File: config.mk
export PLATFORM = sky130hd
export DESIGN_NAME = bwd_dmac
export DESIGN_NICKNAME = d
export VERILOG_FILES = /design/src/bwd_pkg.sv /design/src/bwd_sync.sv /design/src/bwd_dmac.sv
export SDC_FILE = /design/constraint.sdc
export NUM_CORES = 1
export LEC_CHECK = 0
export ABC_AREA = 1
export BUFFER_PORTS_ARGS = -buffer_cell sky130_fd_sc_hd__clkbuf_2
export CAP_MARGIN = 10
export CELL_PAD_IN_SITES_DETAIL_PLACEMENT = 0
export CELL_PAD_IN_SITES_GLOBAL_PLACEMENT = 1
export CORE_MARGIN = 2
export CORE_UTILIZATION = 47
export DETAILED_ROUTE_END_ITERATION = 7
export HOLD_SLACK_MARGIN = 0.06
export PLACE_DENSITY_LB_ADDON = 0.1
export SETUP_SLACK_MARGIN = 0.4
export SLEW_MARGIN = 20
export SYNTH_ARGS = -nofsm -noshare
export SYNTH_HDL_FRONTEND = slang
export SYNTH_HIERARCHICAL = 1
export SYNTH_SLANG_ARGS = --single-unit
File: constraint.sdc
create_clock -name core_clk_i -period 5.14 [get_ports core_clk_i]
set_input_delay 0.257 -clock core_clk_i [delete_from_list [all_inputs] [get_ports core_clk_i]]
set_output_delay 0.257 -clock core_clk_i [all_outputs]
set_load 0.05 [all_outputs]
File: src/bwd_pkg.sv
// bwd_pkg: constants, carriers and state types of the dma controller
// assumes a single 125 MHz core clock and pin-level open-drain handling
package bwd_pkg;
	// data path width of the shared data access lines
	localparam int DATA_W = 8;
	// register indices, selected by the three low select bits
	localparam logic [2:0] REG_CTRL = 3'h0;
	localparam logic [2:0] REG_STAT = 3'h1;
	localparam logic [2:0] REG_TC_LO = 3'h2;
	localparam logic [2:0] REG_TC_HI = 3'h3;
	localparam logic [2:0] REG_MA_LO = 3'h4;
	localparam logic [2:0] REG_MA_HI = 3'h5;
	localparam logic [2:0] REG_MA_EXT = 3'h6;
	localparam logic [2:0] REG_ID = 3'h7;
	// select bit that addresses the controller itself
	localparam int SEL_SELF = 3;
	// control register fields
	localparam int CR_RUN = 0;
	localparam int CR_DIE = 1;
	localparam int CR_TOIE = 2;
	localparam int CR_TCIE = 3;
	localparam int CR_IOM = 4;
	localparam int CR_HBUS = 5;
	localparam int CR_AECE = 6;
	// status register fields that software may write
	localparam int SR_DINT = 1;
	localparam int SR_TOI = 2;
	// reset values: read mode, hold bus, carry enable, count of one
	localparam logic [7:0] CTRL_RST = 8'h70;
	localparam logic [7:0] CTRL_WMASK = 8'h7f;
	localparam logic [15:0] TC_RST = 16'h0001;
	localparam logic [17:0] MAR_RST = 18'h00000;
	localparam logic [7:0] ID_RST = 8'h00;
	// bits forced on by an auto load
	localparam logic [7:0] CTRL_AUTO = 8'h0b;
	// reply time-out, 5 us, rounded down to whole clocks
	localparam int CLK_PERIOD_NS = 8;
	localparam int TMO_NS = 5000;
	localparam int TMO_W = 10;
	localparam logic [TMO_W-1:0] TMO_CYC =
		TMO_W'(TMO_NS / CLK_PERIOD_NS);
	// transfer sequencer states
	typedef enum logic [2:0] {
		ST_IDLE,
		ST_REQ,
		ST_ADDR_LO,
		ST_SYNC,
		ST_DONE
	} bwd_fsm_t;
	// pin inputs travelling together through the synchroniser
	typedef struct packed {
		logic xfer_request_in;
		logic bus_grant_in_n;
		logic stop_request_n;
		logic int_ack_in_n;
		logic periph_int_in;
		logic byte_word_sel;
		logic auto_boot_load;
		logic data_polarity_sel;
		logic chip_select_n;
		logic [3:0] reg_select;
		logic read_strobe_n;
		logic write_strobe_n;
		logic reply_n;
		logic [7:0] dal;
	} bwd_pins_t;
	// idle level of the pins: active-low lines high, true data bus
	localparam bwd_pins_t PINS_IDLE = 24'h758700;
	// whole state of the controller
	typedef struct packed {
		bwd_fsm_t fsm;
		logic [7:0] ctrl;
		logic dint;
		logic toi;
		logic tczi;
		logic [15:0] tc;
		logic [17:0] mar;
		logic [7:0] idr;
		logic bus_request_n;
		logic int_request_n;
		logic [TMO_W-1:0] tmo;
		logic we_d;
		logic ald_d;
		logic reply;
		logic [7:0] dal;
		logic dal_oe;
		logic ae;
		logic addr_low_strobe_n;
		logic mem_sync_n;
		logic mem_read_n;
		logic mem_write_n;
		logic prd;
		logic pwr;
		logic periph_select_n;
	} bwd_state_t;
endpackage

File: src/bwd_sync.sv
// bwd_sync: two-flop synchroniser for a bundle of pin inputs
// assumes the bits are independent levels; no bus coherence is implied
`timescale 1ns/100ps
`default_nettype none
module bwd_sync #(
	parameter int W = 8,
	parameter logic [W-1:0] RST = '0
) (
	input wire logic core_clk_i,
	input wire logic nrst_i,
	input wire logic [W-1:0] d_i,
	output logic [W-1:0] q_o
);
	// both stages of the synchroniser
	typedef struct packed {
		logic [W-1:0] meta;
		logic [W-1:0] q;
	} bwd_sync_t;
	bwd_sync_t s; // registered state
	bwd_sync_t next_s; // next state
	// first stage feeds only the second
	always_comb begin
		next_s.meta = d_i;
		next_s.q = s.meta;
	end
	// register both stages; reset to the pins' idle levels
	always_ff @(posedge core_clk_i) begin
		if (!nrst_i) begin
			s <= {RST, RST};
		end else begin
			s <= next_s;
		end
	end
	assign q_o = s.q;
endmodule // bwd_sync
`default_nettype wire

File: src/bwd_dmac.sv
// bwd_dmac: single channel dma controller with cpu register access
// assumes open-drain wires resolved outside; pins asynchronous to clock
//
// Summary of operation
// data request starts a bus request
// low grant while requesting starts transfer
// grant passes through when not requesting
// high select bit picks controller, else peripheral
// host asserts chip select before any access
// bus request latches high address byte
// address low strobe latches low byte
// strobes are inputs for cpu, outputs dma
// memory read or write by transfer direction
// memory sync starts access, then await reply
// direction output follows control bit four
// stop request blocks new interrupt, bus requests
// acknowledged interrupt puts id on data
// acknowledge passes through when not interrupting
// polarity select low inverts data lines
// extension bit carries top address, same polarity
// data lines float when peripheral addressed
// byte adds one, word adds two
// auto load starts unprogrammed block transfer
// end of block at count zero
// interrupt needs condition, enable, stop high
// index zero control, index one status
// reset clears all but defaults set
// auto load sets run, device and count enables
// synchronous logic, reset releases open drains
`timescale 1ns/100ps
`default_nettype none
module bwd_dmac (
	input wire logic core_clk_i,
	input wire logic nrst_i,
	input wire logic xfer_request_in_i,
	input wire logic bus_grant_in_n_i,
	input wire logic stop_request_n_i,
	input wire logic int_ack_in_n_i,
	input wire logic periph_int_in_i,
	input wire logic byte_word_sel_i,
	input wire logic auto_boot_load_i,
	input wire logic data_polarity_sel_i,
	input wire logic chip_select_n_i,
	input wire logic [3:0] reg_select_i,
	input wire logic read_strobe_n_i,
	output logic read_strobe_n_o,
	output logic read_strobe_n_oe_o,
	input wire logic write_strobe_n_i,
	output logic write_strobe_n_o,
	output logic write_strobe_n_oe_o,
	input wire logic reply_n_i,
	output logic reply_n_o,
	output logic reply_n_oe_o,
	input wire logic [bwd_pkg::DATA_W-1:0] data_access_lines_i,
	output logic [bwd_pkg::DATA_W-1:0] data_access_lines_o,
	output logic data_access_lines_oe_o,
	output logic addr_extension_bit_o,
	output logic bus_request_n_o,
	output logic addr_low_strobe_n_o,
	output logic bus_grant_out_n_o,
	output logic int_ack_out_n_o,
	output logic periph_select_n_o,
	output logic mem_read_n_o,
	output logic mem_read_n_oe_o,
	output logic mem_write_n_o,
	output logic mem_write_n_oe_o,
	output logic mem_sync_n_o,
	output logic mem_sync_n_oe_o,
	output logic int_request_n_o,
	output logic int_request_n_oe_o,
	output logic xfer_dir_o,
	output logic end_of_block_o
);
	import bwd_pkg::*;

	bwd_pins_t raw; // pins as they arrive
	bwd_pins_t p; // pins after two flops
	bwd_state_t s; // registered state
	bwd_state_t next_s; // next state
	logic [7:0] din; // data lines in true polarity
	logic [2:0] idx; // register index
	logic cpu_sel; // controller addressed by the cpu
	logic cpu_wr; // falling write strobe while addressed
	logic iack_sel; // selected through the acknowledge chain
	logic int_cond; // an enabled interrupt condition stands
	logic [7:0] rd_val; // register read value
	logic [7:0] stat; // composed status byte
	logic [16:0] lo_sum; // low address word plus step
	logic [15:0] tc_inc; // next transfer count
	logic protect; // address and count writes blocked

	// bundle the pin inputs
	assign raw = '{
		xfer_request_in: xfer_request_in_i,
		bus_grant_in_n: bus_grant_in_n_i,
		stop_request_n: stop_request_n_i,
		int_ack_in_n: int_ack_in_n_i,
		periph_int_in: periph_int_in_i,
		byte_word_sel: byte_word_sel_i,
		auto_boot_load: auto_boot_load_i,
		data_polarity_sel: data_polarity_sel_i,
		chip_select_n: chip_select_n_i,
		reg_select: reg_select_i,
		read_strobe_n: read_strobe_n_i,
		write_strobe_n: write_strobe_n_i,
		reply_n: reply_n_i,
		dal: data_access_lines_i
	};

	// two flops on every pin before logic reads it
	bwd_sync #(
		.W($bits(bwd_pins_t)),
		.RST(PINS_IDLE)
	) u_sync (
		.core_clk_i(core_clk_i),
		.nrst_i(nrst_i),
		.d_i(raw),
		.q_o(p)
	);

	// decode and helper values
	always_comb begin
		idx = p.reg_select[2:0];
		// polarity of incoming data
		din = p.data_polarity_sel ? p.dal : ~p.dal;
		// controller selected by high bit
		cpu_sel = ~p.chip_select_n & p.reg_select[SEL_SELF];
		cpu_wr = cpu_sel & ~p.write_strobe_n & s.we_d;
		// chosen by the acknowledge chain
		iack_sel = ~s.int_request_n & ~p.int_ack_in_n;
		// condition and its enable
		int_cond = (s.dint & s.ctrl[CR_DIE]) |
			(s.toi & s.ctrl[CR_TOIE]) |
			(s.tczi & s.ctrl[CR_TCIE]);
		stat = {s.ctrl[CR_RUN], s.ctrl[CR_AECE:CR_IOM],
			s.tczi, s.toi, s.dint, p.byte_word_sel};
		// step of one for bytes, two for words
		lo_sum = {1'b0, s.mar[15:0]} +
			(p.byte_word_sel ? 17'h00001 : 17'h00002);
		if (!p.byte_word_sel) begin
			lo_sum[0] = 1'b0;
		end
		tc_inc = s.tc + 16'h0001;
		protect = s.ctrl[CR_RUN];
		// register read mux
		unique case (idx)
			REG_CTRL: rd_val = s.ctrl;
			REG_STAT: rd_val = stat;
			REG_TC_LO: rd_val = s.tc[7:0];
			REG_TC_HI: rd_val = s.tc[15:8];
			REG_MA_LO: rd_val = s.mar[7:0];
			REG_MA_HI: rd_val = s.mar[15:8];
			REG_MA_EXT: rd_val = {6'h00, s.mar[17:16]};
			REG_ID: rd_val = s.idr;
		endcase
	end

	// next state of the whole controller
	always_comb begin
		next_s = s;
		// one-cycle and edge tracking defaults
		next_s.addr_low_strobe_n = 1'b1;
		next_s.we_d = p.write_strobe_n;
		next_s.ald_d = p.auto_boot_load;
		next_s.dal_oe = 1'b0;
		// cpu register write on the falling strobe
		if (cpu_wr) begin
			unique case (idx)
				REG_CTRL: next_s.ctrl = din & CTRL_WMASK;
				REG_STAT: begin
					next_s.dint = din[SR_DINT];
					next_s.toi = din[SR_TOI];
				end
				// address and count locked while running
				REG_TC_LO: if (!protect) next_s.tc[7:0] = din;
				REG_TC_HI: if (!protect) next_s.tc[15:8] = din;
				REG_MA_LO: if (!protect) next_s.mar[7:0] = din;
				REG_MA_HI: if (!protect) next_s.mar[15:8] = din;
				REG_MA_EXT: begin
					if (!protect) begin
						next_s.mar[17:16] = din[1:0];
					end
				end
				REG_ID: next_s.idr = din;
			endcase
		end
		// cpu handshake reply while a strobe is low
		next_s.reply = ~(cpu_sel &
			(~p.read_strobe_n | ~p.write_strobe_n));
		// id code on an acknowledged read
		if (iack_sel & ~p.read_strobe_n) begin
			next_s.dal = p.data_polarity_sel ? s.idr : ~s.idr;
			next_s.dal_oe = 1'b1;
		// only a controller read drives the lines
		end else if (cpu_sel & ~p.read_strobe_n) begin
			next_s.dal = p.data_polarity_sel ? rd_val : ~rd_val;
			next_s.dal_oe = 1'b1;
		end
		// auto load sets run and the device and count interrupt enables
		if (p.auto_boot_load & ~s.ald_d) begin
			next_s.ctrl = next_s.ctrl | CTRL_AUTO;
		end
		// device interrupt is sticky; set beats clear
		if (p.periph_int_in) begin
			next_s.dint = 1'b1;
			// an enabled device interrupt ends the block
			if (s.ctrl[CR_DIE]) begin
				next_s.ctrl[CR_RUN] = 1'b0;
			end
		end
		// interrupt asserts only with stop high
		if (!int_cond) begin
			next_s.int_request_n = 1'b1;
		end else if (p.stop_request_n) begin
			next_s.int_request_n = 1'b0;
		end
		// transfer sequencer
		unique case (s.fsm)
			ST_IDLE: begin
				// new bus request only with stop high
				if (s.ctrl[CR_RUN] & p.xfer_request_in &
					~s.tczi & p.stop_request_n) begin
					next_s.bus_request_n = 1'b0;
					// high byte and bit 17 out
					next_s.dal = p.data_polarity_sel ?
						s.mar[15:8] : ~s.mar[15:8];
					next_s.ae = s.mar[17] ~^ p.data_polarity_sel;
					next_s.dal_oe = 1'b1;
					next_s.fsm = ST_REQ;
				end
			end
			ST_REQ: begin
				next_s.dal_oe = 1'b1;
				// grant while requesting starts the cycle
				if (!p.bus_grant_in_n) begin
					// low byte and bit 16 out
					next_s.dal = p.data_polarity_sel ?
						s.mar[7:0] : ~s.mar[7:0];
					next_s.ae = s.mar[16] ~^ p.data_polarity_sel;
					next_s.addr_low_strobe_n = 1'b0;
					next_s.fsm = ST_ADDR_LO;
				end
			end
			ST_ADDR_LO: begin
				// open the memory access
				next_s.mem_sync_n = 1'b0;
				next_s.mem_write_n = ~s.ctrl[CR_IOM];
				next_s.mem_read_n = s.ctrl[CR_IOM];
				next_s.prd = ~s.ctrl[CR_IOM];
				next_s.pwr = s.ctrl[CR_IOM];
				next_s.periph_select_n = 1'b0;
				next_s.tmo = '0;
				next_s.fsm = ST_SYNC;
			end
			ST_SYNC: begin
				next_s.tmo = s.tmo + 1'b1;
				// reply ends the access
				if (!p.reply_n) begin
					// address step, carry gated by aece
					next_s.mar[15:0] = lo_sum[15:0];
					next_s.mar[17:16] = s.mar[17:16] +
						{1'b0, lo_sum[16] & s.ctrl[CR_AECE]};
					next_s.tc = tc_inc;
					// count reaching zero ends the block
					if (tc_inc == 16'h0000) begin
						next_s.tczi = 1'b1;
						next_s.ctrl[CR_RUN] = 1'b0;
					end
					next_s.fsm = ST_DONE;
				end else if (s.tmo == TMO_CYC - 1'b1) begin
					// no reply in time: flag and stop
					next_s.toi = 1'b1;
					next_s.ctrl[CR_RUN] = 1'b0;
					next_s.fsm = ST_DONE;
				end
			end
			ST_DONE: begin
				// release the memory and peripheral strobes
				next_s.mem_sync_n = 1'b1;
				next_s.mem_read_n = 1'b1;
				next_s.mem_write_n = 1'b1;
				next_s.prd = 1'b1;
				next_s.pwr = 1'b1;
				next_s.periph_select_n = 1'b1;
				// hold bus: keep it and present the next low address byte and bit 16
				if (s.ctrl[CR_HBUS] & s.ctrl[CR_RUN] &
					~s.tczi & p.xfer_request_in) begin
					next_s.dal = p.data_polarity_sel ?
						s.mar[7:0] : ~s.mar[7:0];
					next_s.ae = s.mar[16] ~^ p.data_polarity_sel;
					next_s.dal_oe = 1'b1;
					next_s.addr_low_strobe_n = 1'b0;
					next_s.fsm = ST_ADDR_LO;
				end else begin
					next_s.bus_request_n = 1'b1;
					next_s.fsm = ST_IDLE;
				end
			end
			default: next_s.fsm = ST_IDLE;
		endcase
	end

	// one register set; reset loads the defaults
	always_ff @(posedge core_clk_i) begin
		if (!nrst_i) begin
			s <= '{
				fsm: ST_IDLE,
				ctrl: CTRL_RST,
				dint: 1'b0,
				toi: 1'b0,
				tczi: 1'b0,
				tc: TC_RST,
				mar: MAR_RST,
				idr: ID_RST,
				bus_request_n: 1'b1,
				int_request_n: 1'b1,
				tmo: '0,
				we_d: 1'b1,
				ald_d: 1'b1,
				reply: 1'b1,
				dal: 8'h00,
				dal_oe: 1'b0,
				ae: 1'b0,
				addr_low_strobe_n: 1'b1,
				mem_sync_n: 1'b1,
				mem_read_n: 1'b1,
				mem_write_n: 1'b1,
				prd: 1'b1,
				pwr: 1'b1,
				periph_select_n: 1'b1
			};
		end else begin
			s <= next_s;
		end
	end

	// grant passes on unless this controller requests
	assign bus_grant_out_n_o = s.bus_request_n ? p.bus_grant_in_n : 1'b1;
	// acknowledge passes on unless interrupting
	assign int_ack_out_n_o = s.int_request_n ? p.int_ack_in_n : 1'b1;
	// peripheral select for cpu or dma access
	assign periph_select_n_o = s.periph_select_n &
		~(~p.chip_select_n & ~p.reg_select[SEL_SELF]);
	// direction straight from the control bit
	assign xfer_dir_o = s.ctrl[CR_IOM];
	// end of block follows the zero-count flag
	assign end_of_block_o = s.tczi;
	assign bus_request_n_o = s.bus_request_n;
	assign addr_low_strobe_n_o = s.addr_low_strobe_n;
	assign addr_extension_bit_o = s.ae;
	assign data_access_lines_o = s.dal;
	assign data_access_lines_oe_o = s.dal_oe;
	// strobes driven only in the dma data phase
	assign read_strobe_n_o = s.prd;
	assign read_strobe_n_oe_o = ~s.prd;
	assign write_strobe_n_o = s.pwr;
	assign write_strobe_n_oe_o = ~s.pwr;
	// open-drain lines pulled low only while active
	assign reply_n_o = s.reply;
	assign reply_n_oe_o = ~s.reply;
	assign mem_read_n_o = s.mem_read_n;
	assign mem_read_n_oe_o = ~s.mem_read_n;
	assign mem_write_n_o = s.mem_write_n;
	assign mem_write_n_oe_o = ~s.mem_write_n;
	assign mem_sync_n_o = s.mem_sync_n;
	assign mem_sync_n_oe_o = ~s.mem_sync_n;
	assign int_request_n_o = s.int_request_n;
	assign int_request_n_oe_o = ~s.int_request_n;
endmodule // bwd_dmac
`default_nettype wire

* Yosys cells after proc, flatten, opt, wreduce, memory -nomap -nowiden
Cells that the tools add are included.
Widths: inputs -> output; s select.
** Word-level totals
- Output and inout bits :: 31
- Word-level logic and storage cells :: 171
- Flip-flop bits (word level) :: 136
- Input bits :: 26
** Cells by class
- Equality and inequality tests :: 17
- Reductions and logical operators :: 19
- Bitwise logic cells :: 48
- Mux-type cells :: 56
- Add/sub/neg operators :: 4
** Operators with widths (count)
- $mux 8 :: 16
- $pmux 8 s8 :: 1
- $mux 42 :: 1
- $not 8->8 :: 5
- $mux 36 :: 1
- $mux 35 :: 1
- $pmux 10 s3 :: 1
- $and 1x1->1 :: 20
- $mux 10 :: 2
- $pmux 10 s2 :: 1
- $mux 9 :: 2
- $not 1->1 :: 18
- $add 16x2->17 :: 1
- $add 16x1->16 const B :: 1
- $logic_not 16->1 :: 1
- $eq 3x3->1 const B :: 5
- $pmux 3 s5 :: 1
- $mux 2 :: 7
- $reduce_bool 2->1 :: 7
- $mux 1 :: 13
- $eq 3x2->1 const B :: 4
- $mux 3 :: 4
- $pmux 6 s2 :: 1
- $mux 11 :: 1
- 15 further kinds :: 29

* Longest topological paths before layout
- Depth in word-level cells :: 11
- Mapped depth :: 14
- Depth with buffers taken out :: 13

* By module
Netlist, hierarchy kept.
** Modules (own cells, without submodules)
- bwd_dmac :: area an instance 5775.5 um2, cells each 881, instances 1
- bwd_sync :: area an instance 1357.6 um2, cells each 149, instances 1

* Worst setup path after synthesis
No wires, ideal clock.
- Path kind :: reg-to-reg
- Start :: register s[41] in the netlist's numbering
- End :: register s[56] in the netlist's numbering
- Data arrival time :: 1998 ps
- Setup slack :: 3029 ps
- Library setup time :: 114 ps
- Buffers on the path :: 0
- Clock period less this slack :: 2111 ps
- Stages on the path, launching flop included :: 12
- Cells stage by stage :: dfxtp_1 -> inv_1 -> fa_1 -> inv_1 -> nand3_1 -> nor3_2 -> nand2_1 -> nor3_1 -> ha_1 -> o21ai_0 -> o21bai_1 -> inv_1
** On the way
- Cells in the longest elaborated chain, start to end :: 5
** Ends and longest elaborated chain
- start: declaration :: line bwd_dmac.sv:78 : bwd_state_t s;
- start signal: assignment :: line bwd_dmac.sv:306 : s <= '{
- start signal: assignment :: line bwd_dmac.sv:333 : s <= next_s;
- $add 16x2->17 :: line bwd_dmac.sv:138 : lo_sum = {1'b0, s.mar[15:0]} +
- $and 1x1->1 :: line bwd_dmac.sv:262 : {1'b0, lo_sum[16] & s.ctrl[CR_AECE]};
- $add 2x1->2 :: line bwd_dmac.sv:261 : next_s.mar[17:16] = s.mar[17:16] +
- $mux 35 :: line bwd_dmac.sv:258 : if (!p.reply_n) begin
- $mux 36 :: line bwd_dmac.sv:218 : unique case (s.fsm)
No other way between the ends.
A chain may end at the register's enable or synchronous reset.

* Final worst setup path
- Start :: register u_sync.s (netlist bit u_sync/q_o[12])
- End :: register s (netlist bit data_access_lines_o[7])
** On the way
- Cells in the longest elaborated chain, start to end :: 8
** Ends and longest elaborated chain
- start: declaration :: line bwd_sync.sv:19 : bwd_sync_t s;
- start signal: assignment :: line bwd_sync.sv:29 : s <= {RST, RST};
- start signal: assignment :: line bwd_sync.sv:31 : s <= next_s;
- $eq 3x3->1 (tied with other cells) :: line bwd_dmac.sv:146 : unique case (idx)
- $pmux 8 s8 (*) :: line bwd_dmac.sv:146
- $not 8->8 :: line bwd_dmac.sv:196 : next_s.dal = p.data_polarity_sel ? rd_val : ~rd_val;
- $mux 8 (*) :: line bwd_dmac.sv:196
- $mux 9 (*) :: line bwd_dmac.sv:195 : end else if (cpu_sel & ~p.read_strobe_n) begin
- $mux 9 (*) :: line bwd_dmac.sv:191 : if (iack_sel & ~p.read_strobe_n) begin
- $mux 11 (tied with other cells) :: line bwd_dmac.sv:286 : if (s.ctrl[CR_HBUS] & s.ctrl[CR_RUN] &
- $pmux 10 s3 (*) :: line bwd_dmac.sv:218
Mark *: on every way between the ends. The rest lies on a longest branch, timed or not. The select of a mux whose other input is x is not followed.

==> run summary <==
• **HPWL after detailed placement** 15,000 um
• **violation count after the first detailed-routing iteration** 578
• **complex-gate fraction of the synthesized area** 0.158
• **most frequent cell on the critical path** nand2_1
• **timing endpoint of the critical path** data_access_lines_o[7]$_SDFF_PN0_
• **clock root buffer** clkbuf_16
• **Largest stage delay, worst path** 990 ps
• **CP Cell Sequence** inv_2, nand3_1, inv_2, nand2_1, o21ai_0, nor2_1, nand3_1, nand3_1, nand2_1, nand2_1, nand2_1, a21oi_2
• **run status** finished clean
• **number of clock sinks seen by CTS** 132
• **most frequent cells in the layout** nand2_1, inv_1, dfxtp_1
• **floorplan core area** 0.0150 mm2
• **Buf+Inv Stages, Crit Path** 2
• **initial antenna violation count** 0
• **shortest period the worst path allows** 2480 ps
• **GR Overflow Total** 0
• **synthesized-area fraction occupied by xor and xnor cells** 0.0540
• **floorplan die width** 127 um
• **final routed wirelength across all metal layers** 21,600 um
• **Post-Synthesis Cells** 1,030
• **total negative slack for setup checks** 0 ps
• **peak clock frequency supported by timing** 403 MHz
• **adder and majority gate portion of the synthesized area** 0.0116
• **largest cells by area after synthesis** dfxtp_1, nand2_1, inv_1
• **via count** 6,716
• **static leakage** 3.75 nW
• **Critical Path Start** u_sync/q_o[12]$_SDFF_PN0_
• **fraction of the yosys area taken by sequential cells** 0.370
• **startpoint type of the worst setup path** flop
• **I/O Pins** 57
• **Ant. Diodes** 0
• **post-synthesis share of cell area spent on and, or, nand and nor gates** 0.269
• **share of final-layout standard cells stronger than drive strength 1** 0.116
• **Post-CTS Setup Inserts** 0
• **Detail Route Antenna Nets** 0
• **FF-to-FF Start** u_sync/q_o[12]$_SDFF_PN0_
• **number of synthesized flops with an enable pin** 0
• **synthesized net count** 1,062
• **via count of the first global-routing pass** 6,124
• **post-route design area** 0.00824 mm2
• **cell family with the largest share of critical-path delay** flip-flops
• **Clock Latency Late Sink** 430 ps
• **Least-Margin Pin Slew** 1020 ps
• **Critical R2R Capture** data_access_lines_o[7]$_SDFF_PN0_
• **Area Overhead vs Synth** 15.5%
• **Crit-path slowest cell** dfxtp_1
• **worst slew slack as a fraction of its limit** 0.321
• **launch instance of the worst min-delay path** nrst_i
• **first drt pass iteration count** 5
• **post-synthesis sequential element count** 132
• **cell accounting for the most synthesized area** dfxtp_1
• **setup slack on the worst flop-to-flop path** 2660 ps
• **synthesized area** 0.00713 mm2
• **final setup vio count** 0
• **detailed-route vias per instance** 5.26
• **placement row count** 45
• **Cell variety after synth** 48
• **post-DR wirelength/cell** 16.9 um
• **number of buffers created by CTS** 17
• **area share of the largest cell type after synthesis** 0.370
• **count of maximum capacitance violations** 0
• **die extent in y** 127 um
• **global-route wire length before repair** 34,100 um
• **PD cells** 319 mW/mm2
• **synthesized area per cell** 6.93 um2
• **floorplan die area** 0.0162 mm2
• **clock-pin slew of the registers on the worst-case setup and hold paths** 60 ps
• **global-route usage over all layers** 0.274
• **starting utilization of the core area** 0.474
• **unrepaired setup endpoints after global routing** no
• **clock tree from TritonCTS** yes
• **critical path class** flop to flop
• **placed instance area** 0.00736 mm2
• **fraction of registers with async set or reset after synthesis** 0
• **Setup crit end kind** flop
• **data arrival time of the worst path** 2840 ps
• **data required time of the critical path** 5500 ps
• **worst-case clock skew** 7.17 ps
• **total of warnings raised by yosys** 6
• **Gates resized, CTS repair** 0
• **stages on the worst setup path** 12
• **Final Hold Violating Endpoints** 0
• **dominant register cell in the synthesized netlist** dfxtp_1
• **class of the most critical hold timing path** primary input to flop
• **pin count of the biggest net entering global routing** 58
• **portion of netlist area occupied by mux cells** 0
• **total of hold buffers inserted after clock tree synthesis** 24
• **layout net count** 1,108
• **H-tree lvl count** 4
• **hold slack final** 305 ps
• **peak ir drop on the vdd network** 0.289 mV
• **port buffer count** 56
• **maximum clock insertion buffer count** 2
• **portion of the clock cycle consumed by the worst path in the final layout** 0.483
• **main combinational cell family by area after synthesis** simple AND/OR/NAND/NOR gates
• **final RePlAce weighted congestion** 0.857
• **Max Slew Vio Count** 0
• **most common cell after layout, fill and taps aside** nand2_1
• **path depth of the worst reg2reg path** 12
• **number of design rule violations left after detail routing** 0
• **critical path fanouts, max** 26
-- kinds of logic (layout without fill, tap and decap cells) --
logic type / Yosys count / in the layout
flops: 132 / 132
fa+ha+maj: 6 / 6
xor+xnor: 44 / 44
simple gates: 424 / 424
compound gates: 192 / 192
buf+inv: 232 / 291
-- sequential cells by signal (all words and copies together) (netlist names) --
name / flops
s: 64
u_sync/next_s: 24
u_sync/q_o: 24
data_access_lines_o: 8
addr_extension_bit_o: 1
addr_low_strobe_n_o: 1
bus_request_n_o: 1
data_access_lines_oe_o: 1
end_of_block_o: 1
int_request_n_o: 1
mem_read_n_o: 1
mem_sync_n_o: 1
mem_write_n_o: 1
protect: 1
reply_n_o: 1
xfer_dir_o: 1
-- worst reg2reg max path, stage by stage, from the launching register on --
cell     delay (ps)
dfxtp_1         990
inv_2           260
nand3_1         240
inv_2            70
nand2_1          50
o21ai_0         110
nor2_1          200
nand3_1         100
nand3_1         100
nand2_1          50
nand2_1          50
nand2_1          70
a21oi_2         120
-- power by group --
part	internal, W	leakage, nW	switching (W)
registers	0.00105	1.08	0.0000218
clock network	0.000810	0.301	0.000494
logic	0.0000694	2.37	0.000183
-- how the worst min path moves through the flow --
stage                                               to  slack (ps)  cells after the start
final                     u_sync/next_s[15]$_SDFF_PN1_         300                      3
after global routing      u_sync/next_s[16]$_SDFF_PN1_         310                      3
after CTS                 u_sync/next_s[20]$_SDFF_PN1_         300                      3
after detailed placement     u_sync/q_o[20]$_SDFF_PN1_         390                      2
after global placement       u_sync/q_o[16]$_SDFF_PN1_         390                      2
after floorplan           u_sync/next_s[10]$_SDFF_PN1_         340                      2
-- stage by stage --
step | cells | setup WS [ps] | utilization | total power (W)
3_5_place_dp | 1221 | 2720 | 0.490 | 0.00133
3_3_place_gp | 1221 | 2810 | 0.490 | 0.00133
6_report | 1277 | 2660 | 0.548 | 0.00263
4_1_cts | 1277 | 2720 | 0.548 | 0.00264
2_1_floorplan | 1030 | 3030 | - | 0.00127
5_1_grt | 1277 | 2380 | 0.548 | 0.00272
-- metal layers --
metal | GRT usage | share of wire
met1 | 0.382 | 0.48
met2 | 0.416 | 0.44
met3 | 0.0607 | 0.049
met4 | 0.104 | 0.031
met5 | 0 | 0
-- synthesized netlist by cell type (all sizes together), types with 3 or more instances --
cell / count
xnor2: 20
dfxtp: 132
a21oi: 55
inv: 172
buf: 42
nand2: 232
o211ai: 18
a31oi: 3
or2: 5
o21a: 8
nand3: 64
nand4: 41
o21ai: 74
o22ai: 11
ha: 5
a211oi: 8
clkbuf: 17
a221oi: 4
xor2: 24
nor2: 62
nor3: 17
-- layout make-up --
class	count	area, um2
Clock buffer	20	467
Clock inverter	12	168
Fill cell	1512	6790
Inverter	173	649
Multi-Input combinational cell	666	3510
Sequential cell	132	2640
Tap cell	188	235
Timing Repair Buffer	86	566
(Power assumes the default switching activity.)
